### src/hw/cpd_pkg.sv
package cpd_pkg;

  // ----------------------------------------------------------------
  // Register map (word-indexed plain port)
  // ----------------------------------------------------------------
  localparam logic [7:0] REG_CTRL = 8'h04;
  localparam logic [7:0] REG_DPLUS = 8'h07;
  localparam logic [7:0] REG_STATUS = 8'h10;
  localparam logic [7:0] REG_HOSTCFG = 8'h11;
  localparam int FORCE_DET_BIT = 4;
  localparam int CLR_DP_BIT = 4;
  localparam int WDOG_EN_BIT = 0;
  localparam int WDOG_KICK_BIT = 1;

  // ----------------------------------------------------------------
  // Input limit and timer codes
  // ----------------------------------------------------------------
  typedef enum logic [2:0] {
    CPD_LIM_100 = 3'h0,
    CPD_LIM_500 = 3'h1,
    CPD_LIM_1500 = 3'h2,
    CPD_LIM_2000 = 3'h3,
    CPD_LIM_EXT = 3'h4,
    CPD_LIM_HIZ = 3'h5
  } cpd_lim_t;

  typedef enum logic [1:0] {
    CPD_FLOOR_436 = 2'h0,
    CPD_FLOOR_EXT = 2'h1,
    CPD_FLOOR_NONE = 2'h2
  } cpd_floor_t;

  typedef enum logic [1:0] {
    CPD_TMR_6H = 2'h0,
    CPD_TMR_45M = 2'h1,
    CPD_TMR_NONE = 2'h2
  } cpd_tmr_t;

  typedef enum logic [2:0] {
    CPD_PORT_NONE = 3'h0,
    CPD_PORT_DCP = 3'h1,
    CPD_PORT_CDP = 3'h2,
    CPD_PORT_SDP = 3'h3,
    CPD_PORT_NSTD = 3'h4
  } cpd_port_t;

  // ----------------------------------------------------------------
  // Timing
  // ----------------------------------------------------------------
  localparam int CLK_MHZ = 200;
  localparam int WDOG_MS = 50;
  localparam int WDOG_CYC = WDOG_MS * 1000 * CLK_MHZ;
  localparam int DCD_US = 600;
  localparam int DCD_CYC = DCD_US * CLK_MHZ;

endpackage

### src/hw/cpd_limit_decode.sv
`timescale 1ns/1ps
`default_nettype none
module cpd_limit_decode (
  input wire logic sel_low_i,
  input wire logic sel_high_i,
  input wire logic lim_pin_short_i,
  input wire logic floor_pin_short_i,
  output var cpd_pkg::cpd_lim_t lim_o,
  output var cpd_pkg::cpd_floor_t floor_o
);
  always_comb begin
    unique case ({sel_high_i, sel_low_i})
      2'b00: begin
        lim_o = cpd_pkg::CPD_LIM_500;
        floor_o = cpd_pkg::CPD_FLOOR_436;
      end
      2'b10: begin
        lim_o = cpd_pkg::CPD_LIM_100;
        floor_o = cpd_pkg::CPD_FLOOR_436;
      end
      2'b01: begin
        lim_o = lim_pin_short_i ? cpd_pkg::CPD_LIM_2000 : cpd_pkg::CPD_LIM_EXT;
        floor_o = floor_pin_short_i ? cpd_pkg::CPD_FLOOR_436 : cpd_pkg::CPD_FLOOR_EXT;
      end
      default: begin
        lim_o = cpd_pkg::CPD_LIM_HIZ;
        floor_o = cpd_pkg::CPD_FLOOR_NONE;
      end
    endcase
  end
endmodule
`default_nettype wire

### src/hw/cpd_top.sv
// What this block does
// - Both selects low: 500mA, 4.36V floor; high select alone: 100mA, 4.36V.
// - Low select alone: external limit and floor; both high: Hi-Z, no floor.
// - A select change updates floor in every mode; limit follows it only outside host mode.
// - Detection first at power up; selects ignored until later pin change.
// - Power-good stays released until detection completes.
// - Valid supply: any register write gives host mode, else default mode.
// - Stand-alone mode takes the input limit from the select pins.
// - Enabled watchdog expiry leaves host mode and restores defaults.
// - Shorted pins with low select alone: limit 2A, floor 4.36V; shorted charge-current pin flags a fault.
// - Detection runs only in stand-alone mode unless forced.
// - Force-detect bit runs detection on the next insertion.
// - Accessory adapters not identified; such ports get 500mA.
// - Detector has five states plus idle and done.
// - Enter contact detect on VBUS insertion when not host or forced.
// - Contact timer expiry goes to non-standard test, else primary.
// - Primary splits DCP/CDP from SDP/non-standard.
// - Non-standard pass goes to configuration, fail back to primary.
// - Secondary resolves the pair, then configuration.
// - DCP: external limit, 6h; non-standard: 500mA, 6h.
// - CDP/SDP dead battery: 100mA 45min; CDP good 1500mA 6h; SDP good Hi-Z.
// - D+ source on during wakeup; cleared by clear-source bit once good.
`timescale 1ns/1ps
`default_nettype none
module cpd_top #(
  parameter int WDOG_CYCLES = cpd_pkg::WDOG_CYC,
  parameter int DCD_CYCLES = cpd_pkg::DCD_CYC
) (
  input wire logic mclk_i,
  input wire logic sys_rst_i,
  input wire logic clk_en_i,
  input wire logic [7:0] reg_addr_i,
  input wire logic [7:0] reg_wdata_i,
  input wire logic reg_wr_i,
  input wire logic reg_rd_i,
  output logic [7:0] reg_rdata_o,
  input wire logic limit_select_low_i,
  input wire logic limit_select_high_i,
  input wire logic supply_good_i,
  input wire logic vbus_present_i,
  input wire logic battery_good_i,
  input wire logic lim_pin_short_i,
  input wire logic floor_pin_short_i,
  input wire logic chg_pin_short_i,
  input wire logic contact_ok_i,
  input wire logic primary_dcp_cdp_i,
  input wire logic secondary_hi_i,
  input wire logic nstd_pass_i,
  input wire logic [2:0] host_lim_i,
  output var cpd_pkg::cpd_lim_t input_limit_o,
  output var cpd_pkg::cpd_floor_t input_voltage_floor_o,
  output var cpd_pkg::cpd_tmr_t charge_timer_o,
  output logic charge_fault_o,
  output logic host_mode_o,
  output logic dplus_src_o,
  output logic power_good_oe_o,
  output logic power_good_out_o
);

  // ----------------------------------------------------------------
  // Detector states
  // ----------------------------------------------------------------
  typedef enum logic [2:0] {
    CPD_IDLE,
    CPD_DCD,
    CPD_PRI,
    CPD_SEC,
    CPD_NSTD,
    CPD_CFG,
    CPD_DONE
  } cpd_det_t;

  cpd_det_t det_r;
  logic host_r;
  logic force_r;
  logic wdog_en_r;
  logic [31:0] wdog_cnt_r;
  logic [31:0] dcd_cnt_r;
  logic pri_dcp_r;
  cpd_pkg::cpd_port_t port_r;
  logic det_done_r;
  logic vbus_q_r;
  logic [1:0] sel_q_r;
  logic pins_live_r;
  logic dsrc_r;
  logic wr_ctrl;
  logic wr_dplus;
  logic wr_cfg;
  logic vbus_rise;
  logic sel_chg;
  cpd_pkg::cpd_lim_t pin_lim;
  cpd_pkg::cpd_floor_t pin_floor;

  assign wr_ctrl = reg_wr_i && reg_addr_i == cpd_pkg::REG_CTRL;
  assign wr_dplus = reg_wr_i && reg_addr_i == cpd_pkg::REG_DPLUS;
  assign wr_cfg = reg_wr_i && reg_addr_i == cpd_pkg::REG_HOSTCFG;
  assign vbus_rise = vbus_present_i && !vbus_q_r;
  assign sel_chg = {limit_select_high_i, limit_select_low_i} != sel_q_r;

  cpd_limit_decode u_dec (
    .sel_low_i(limit_select_low_i),
    .sel_high_i(limit_select_high_i),
    .lim_pin_short_i(lim_pin_short_i),
    .floor_pin_short_i(floor_pin_short_i),
    .lim_o(pin_lim),
    .floor_o(pin_floor)
  );

  // ----------------------------------------------------------------
  // Host mode and watchdog
  // ----------------------------------------------------------------
  always_ff @(posedge mclk_i) begin
    if (sys_rst_i) begin
      host_r <= 1'b0;
      wdog_en_r <= 1'b0;
      wdog_cnt_r <= 32'h0;
    end else if (clk_en_i) begin
      if (!supply_good_i) begin
        host_r <= 1'b0;
      end else if (reg_wr_i) begin
        host_r <= 1'b1;
        wdog_cnt_r <= 32'h0;
        if (wr_cfg) begin
          wdog_en_r <= reg_wdata_i[cpd_pkg::WDOG_EN_BIT];
        end
      end else if (host_r && wdog_en_r) begin
        if (wdog_cnt_r >= 32'(WDOG_CYCLES - 1)) begin
          host_r <= 1'b0;
          wdog_cnt_r <= 32'h0;
        end else begin
          wdog_cnt_r <= wdog_cnt_r + 32'h1;
        end
      end
    end
  end

  // ----------------------------------------------------------------
  // Force-detect bit: set by host, consumed at detection entry
  // ----------------------------------------------------------------
  always_ff @(posedge mclk_i) begin
    if (sys_rst_i) begin
      force_r <= 1'b0;
    end else if (clk_en_i) begin
      if (wr_ctrl && reg_wdata_i[cpd_pkg::FORCE_DET_BIT]) begin
        force_r <= 1'b1;
      end else if (det_r == CPD_IDLE && vbus_rise) begin
        force_r <= 1'b0;
      end
    end
  end

  // ----------------------------------------------------------------
  // Port detection state machine
  // ----------------------------------------------------------------
  always_ff @(posedge mclk_i) begin
    if (sys_rst_i) begin
      det_r <= CPD_IDLE;
      dcd_cnt_r <= 32'h0;
      pri_dcp_r <= 1'b0;
      port_r <= cpd_pkg::CPD_PORT_NONE;
      det_done_r <= 1'b0;
      vbus_q_r <= 1'b0;
    end else if (clk_en_i) begin
      vbus_q_r <= vbus_present_i;
      if (!vbus_present_i) begin
        det_r <= CPD_IDLE;
        det_done_r <= 1'b0;
        port_r <= cpd_pkg::CPD_PORT_NONE;
      end else begin
        unique case (det_r)
          CPD_IDLE: begin
            if (vbus_rise && (!host_r || force_r)) begin
              det_r <= CPD_DCD;
              dcd_cnt_r <= 32'h0;
            end
          end
          CPD_DCD: begin
            if (contact_ok_i) begin
              det_r <= CPD_PRI;
            end else if (dcd_cnt_r >= 32'(DCD_CYCLES - 1)) begin
              det_r <= CPD_NSTD;
            end else begin
              dcd_cnt_r <= dcd_cnt_r + 32'h1;
            end
          end
          CPD_PRI: begin
            pri_dcp_r <= primary_dcp_cdp_i;
            det_r <= CPD_SEC;
          end
          CPD_SEC: begin
            if (pri_dcp_r) begin
              port_r <= secondary_hi_i ? cpd_pkg::CPD_PORT_DCP : cpd_pkg::CPD_PORT_CDP;
            end else begin
              port_r <= secondary_hi_i ? cpd_pkg::CPD_PORT_NSTD : cpd_pkg::CPD_PORT_SDP;
            end
            det_r <= CPD_CFG;
          end
          CPD_NSTD: begin
            if (nstd_pass_i) begin
              port_r <= cpd_pkg::CPD_PORT_NSTD;
              det_r <= CPD_CFG;
            end else begin
              det_r <= CPD_PRI;
            end
          end
          CPD_CFG: begin
            det_done_r <= 1'b1;
            det_r <= CPD_DONE;
          end
          CPD_DONE: begin
            det_r <= CPD_DONE;
          end
          default: begin
            det_r <= CPD_IDLE;
          end
        endcase
      end
    end
  end

  // ----------------------------------------------------------------
  // Select pins gated until a change after detection
  // ----------------------------------------------------------------
  always_ff @(posedge mclk_i) begin
    if (sys_rst_i) begin
      sel_q_r <= 2'h0;
      pins_live_r <= 1'b0;
    end else if (clk_en_i) begin
      sel_q_r <= {limit_select_high_i, limit_select_low_i};
      if (!det_done_r || !vbus_present_i) begin
        pins_live_r <= 1'b0;
      end else if (sel_chg) begin
        pins_live_r <= 1'b1;
      end
    end
  end

  // ----------------------------------------------------------------
  // D+ source during wakeup
  // ----------------------------------------------------------------
  always_ff @(posedge mclk_i) begin
    if (sys_rst_i) begin
      dsrc_r <= 1'b0;
    end else if (clk_en_i) begin
      if (!vbus_present_i) begin
        dsrc_r <= 1'b0;
      end else if (det_r == CPD_CFG && !battery_good_i &&
                   (port_r == cpd_pkg::CPD_PORT_CDP || port_r == cpd_pkg::CPD_PORT_SDP)) begin
        dsrc_r <= 1'b1;
      end else if (wr_dplus && reg_wdata_i[cpd_pkg::CLR_DP_BIT] && battery_good_i) begin
        dsrc_r <= 1'b0;
      end
    end
  end

  // ----------------------------------------------------------------
  // Limit, floor and timer selection
  // ----------------------------------------------------------------
  always_ff @(posedge mclk_i) begin
    if (sys_rst_i) begin
      input_limit_o <= cpd_pkg::CPD_LIM_100;
      input_voltage_floor_o <= cpd_pkg::CPD_FLOOR_436;
      charge_timer_o <= cpd_pkg::CPD_TMR_6H;
    end else if (clk_en_i) begin
      input_voltage_floor_o <= pin_floor;
      charge_timer_o <= cpd_pkg::CPD_TMR_6H;
      if (host_r) begin
        input_limit_o <= cpd_pkg::cpd_lim_t'(host_lim_i);
      end else if (pins_live_r || (!det_done_r && det_r == CPD_IDLE)) begin
        input_limit_o <= pin_lim;
      end else begin
        unique case (port_r)
          cpd_pkg::CPD_PORT_DCP: begin
            input_limit_o <= cpd_pkg::CPD_LIM_EXT;
          end
          cpd_pkg::CPD_PORT_CDP: begin
            input_limit_o <= battery_good_i ? cpd_pkg::CPD_LIM_1500 : cpd_pkg::CPD_LIM_100;
            charge_timer_o <= battery_good_i ? cpd_pkg::CPD_TMR_6H : cpd_pkg::CPD_TMR_45M;
          end
          cpd_pkg::CPD_PORT_SDP: begin
            input_limit_o <= battery_good_i ? cpd_pkg::CPD_LIM_HIZ : cpd_pkg::CPD_LIM_100;
            charge_timer_o <= battery_good_i ? cpd_pkg::CPD_TMR_NONE : cpd_pkg::CPD_TMR_45M;
          end
          default: begin
            input_limit_o <= cpd_pkg::CPD_LIM_500;
          end
        endcase
      end
    end
  end

  // ----------------------------------------------------------------
  // Status outputs
  // ----------------------------------------------------------------
  always_ff @(posedge mclk_i) begin
    if (sys_rst_i) begin
      charge_fault_o <= 1'b0;
      host_mode_o <= 1'b0;
      dplus_src_o <= 1'b0;
      power_good_oe_o <= 1'b0;
      power_good_out_o <= 1'b0;
    end else if (clk_en_i) begin
      charge_fault_o <= chg_pin_short_i;
      host_mode_o <= host_r;
      dplus_src_o <= dsrc_r;
      power_good_oe_o <= supply_good_i && det_done_r;
    end
  end

  // ----------------------------------------------------------------
  // Register read port
  // ----------------------------------------------------------------
  always_ff @(posedge mclk_i) begin
    if (sys_rst_i) begin
      reg_rdata_o <= 8'h00;
    end else if (clk_en_i) begin
      reg_rdata_o <= 8'h00;
      if (reg_rd_i) begin
        unique case (reg_addr_i)
          cpd_pkg::REG_CTRL: reg_rdata_o <= 8'(force_r) << cpd_pkg::FORCE_DET_BIT;
          cpd_pkg::REG_DPLUS: reg_rdata_o <= 8'(dsrc_r) << cpd_pkg::CLR_DP_BIT;
          cpd_pkg::REG_STATUS: reg_rdata_o <= {det_done_r, pins_live_r, host_r, 2'h0, port_r};
          cpd_pkg::REG_HOSTCFG: reg_rdata_o <= {7'h00, wdog_en_r};
          default: reg_rdata_o <= 8'h00;
        endcase
      end
    end
  end
endmodule
`default_nettype wire

### config.mk
export PLATFORM = sky130hd
export DESIGN_NAME = cpd_top
export DESIGN_NICKNAME = d
export VERILOG_FILES = /design/src/hw/cpd_pkg.sv /design/src/hw/cpd_limit_decode.sv /design/src/hw/cpd_top.sv
export SDC_FILE = /design/constraint.sdc
export NUM_CORES = 1
export LEC_CHECK = 0
export BUFFER_PORTS_ARGS = -buffer_cell sky130_fd_sc_hd__buf_2
export CORE_MARGIN = 5
export CORE_UTILIZATION = 58
export CTS_CLUSTER_DIAMETER = 200
export DETAILED_ROUTE_END_ITERATION = 7
export GPL_TIMING_DRIVEN = 0
export PLACE_DENSITY = 0.79
export SETUP_SLACK_MARGIN = 0.1
export SKIP_CTS_REPAIR_TIMING = 1
export SLEW_MARGIN = 5
export SYNTH_ARGS = -nofsm -noshare
export SYNTH_HDL_FRONTEND = slang
export SYNTH_SLANG_ARGS = --single-unit
### constraint.sdc
create_clock -name mclk_i -period 2.34 [get_ports mclk_i]
set_input_delay 0.117 -clock mclk_i [delete_from_list [all_inputs] [get_ports mclk_i]]
set_output_delay 0.117 -clock mclk_i [all_outputs]
set_load 0.02 [all_outputs]
==> run metrics <==
FFs w/ async S/R, synth=0%; placed cell areas=slightly above 0.005 mm²; Synth area leaders=dfxtp_1, nor2_1, a21oi_1, nand2_1, nand3_1; initial core utilization=approximately three fifths; Rel. slew slack=49.55%; worst r2r path cells=8; Slew @ Worst Pin=0.7499 ns; post-place setup slack=-0.1276 ns; Netlist Area Pre-Place=0.004696 mm²; CTS buffer count=9; Max Buffers Root-to-Sink=2; Compound-Gate Fraction of Synth Area=15.24%; Post-DP HPWL=8.135 mm; area delta synth->final=15.88%; Crit. End Element=register; vias per cell=~6; Final Cycle Share=between 90% and 100%; Hold Startpoint=chg_pin_short_i; Final Skew=0.009308 ns; Fill cells=between 600 and 700; pin count of the biggest net entering global routing=17; required time of the critical path=~2.6 ns; final design utilization=69.70%; CP Launch Type=register; number of synthesized flops with an enable pin=0; Synth Area in Simple Gates=between 20% and 30%; gpl congestion=0.8967; die height=99.98 µm; final setup fails=0; Clock Latency Late Sink=0.37 ns; CP Class=register to register; CTS tree=yes; Diodes inserted=0; multi-input gate area in the final layout=approximately 0.0026 mm²; Hold Crit Endpoint=charge_fault_o; min cycle time layout=2.183 ns; fin. max-slew vios=0; ys flop type=dfxtp_1; count of yosys warnings during synthesis=0; Reg area=0.001962 mm²; average size of a mapped cell=between 8 and 9 µm²; Hold Crit Depth=3; Clock Sinks=98; drt wl/cell=approximately 15 µm; setup_tns=0 ns; Post-Syn Instances=570; MaxCap Viol Count=0; initial drt markers=about 380; Max Freq=0.4580 GHz; Hold Slack=-0.002737 ns; final antenna-violating net count=0; Synth top cells by count=dfxtp_1, nor2_1, nand2_1; CP Cell Sequence=ha_1 -> and2_1 -> a311oi_2 -> o211ai_1 -> nor3_4 -> o21bai_4 -> buf_2 -> nor2_1; most frequent cell after synthesis=dfxtp_1; die area=0.009996 mm²; GR Overflow Total=0; share of the yosys chip area belonging to registers=41.78%; distinct cell type count after synthesis=between 60 and 70; row cnt=32; Post-Synth XOR/XNOR Area=5.409%; layout cells sized above 1=between 15 and 20%; initial antenna violation count=0; R2R Setup Slk=0.16 ns; DRC=0; Yosys top cell by area=dfxtp_1; Hold Crit Class=input port to register; post-synthesis mux area share=2.398%; worst setup margin=0.1568 ns; Root Driver=clkbuf_8; Final Cell Area=0.005441 mm²; Critical Path AT=2.48 ns; Final nets=677; status=complete, but fails checks; clock-pin slew on the worst setup and hold paths=0.10 ns; first-pass GRT wire length=around 19 mm; Total Wirelength=11.41 mm; Leakage=2.064 nW; Die Span X=99.98 µm; I/O pin count=56; R2R Path End=wdog_cnt_r[13]; Core Region=slightly below 0.008 mm²; htree depth=3; GRT Total Usage=22.67%; adder-cell area share of the yosys netlist=around 1.3%; vias in the first global route=4,138; IO Port Bufs=43; final hold violation count=2; PwrDens=600.3 mW/mm²; synthesized flop and latch total=98; Synth top area share=roughly two fifths; Max stage delay on crit path=0.37 ns; Slowest-stage cell, CP=nor3_4; Via Count=4,436; worst vdd ir=0.0004408 V; main combinational cell family by area after synthesis=simple AND/OR/NAND/NOR gates; Reg-to-Reg Start=wdog_cnt_r[0]; violated checks=hold timing; CP Max Fanout=10; TritonRoute pass-1 iters=5; RSZ-0062 raised after global routing=true
==> cell usage in the layout, fill, tap and decap left out, drive strengths merged, types with 5 or more instances in the layout <==
cell / n
a21oi: 37
a22oi: 8
a31oi: 7
and2: 23
and3: 10
buf: 65
clkbuf: 24
dfxtp: 98
ha: 5
inv: 17
mux2i: 9
nand2: 50
nand3: 37
nand4: 10
nor2: 82
nor3: 15
nor4: 7
o211ai: 7
o21ai: 16
or3: 5
or4: 8
xnor2: 17
xor2: 12
==> critical path: cells and delay by family (launching register included) <==
family                   cells  cell delay, ns
flip-flops                   1            0.34
adder cells (fa/ha/maj)      1            0.24
AO/OA/AOI/OAI                3            0.64
AND/OR/NAND/NOR              3            0.69
buffers and inverters        1            0.21
==> cell families (layout without fill, tap and decap cells) <==
| group | count (synthesis) | after routing |
|---|---|---|
| AOI/OAI and AO/OA | 108 | 108 |
| xor gates and xnor gates | 29 | 29 |
| DFF | 98 | 98 |
| other | 1 | 2 |
| muxes | 11 | 11 |
| and+or+nand+nor | 275 | 275 |
| buffers and inverters | 43 | 113 |
| adders and majority gates | 5 | 5 |
==> report_power, final <==
| part | leakage [nW] | total, W | internal (W) | switching, W |
|---|---|---|---|---|
| clock | 0.117 | 0.00130 | 0.000714 | 0.000588 |
| sequential | 0.791 | 0.00170 | 0.00168 | 0.0000133 |
| combinational | 1.16 | 0.000270 | 0.0000991 | 0.000171 |
| total | 2.06 | 0.00327 | 0.00249 | 0.000772 |
==> per-stage QoR <==
stage | power, W | std cells
final | 0.003267 | 743
after global routing | 0.003395 | 743
after global placement | 0.001969 | 716
after detailed placement | 0.001973 | 716
after floorplan | 0.001886 | 571
after CTS | 0.003254 | 732
==> metal layers <==
metal	up-vias	global-route usage (%)	part of all wire, %
met5	-	0	0
met4	0	7.150	1.9
met3	22	5.907	6.1
met2	169	37.97	47
met1	2091	28.62	45
li1	2154	-	-
==> layout make-up <==
type                    count  area share [%]
flip-flops and latches     98           36.05
clock inverters             6           2.115
repair buffers             54           5.519
clock buffers              10           2.345
well taps                 102           2.345
plain buffers              26           2.184
multi-input cells         430           48.26
inverters                  17           1.173
==> how the worst max path moves through the flow <==
| stage | startpoint | endpoint | slack [ns] |
|---|---|---|---|
| floorplan | wdog_cnt_r[3] | wdog_cnt_r[21] | 0.42 |
| global placement | det_r[2] | dcd_cnt_r[14] | -0.05 |
| detailed placement | det_r[2] | dcd_cnt_r[14] | -0.13 |
| CTS | det_r[2] | dcd_cnt_r[14] | -0.15 |
| global route | wdog_cnt_r[0] | wdog_cnt_r[17] | 0.06 |
| finish | wdog_cnt_r[0] | wdog_cnt_r[13] | 0.16 |
==> registers in the layout, summed over array words and instances (netlist names), 2 cells and up <==
register / flops
charge_timer_o: 2
dcd_cnt_r: 32
reg_rdata_o: 7
port_r: 3
wdog_cnt_r: 32
input_limit_o: 3
det_r: 3
input_voltage_floor_o: 2
sel_q_r: 2
Power figures use the tool's default switching activity.
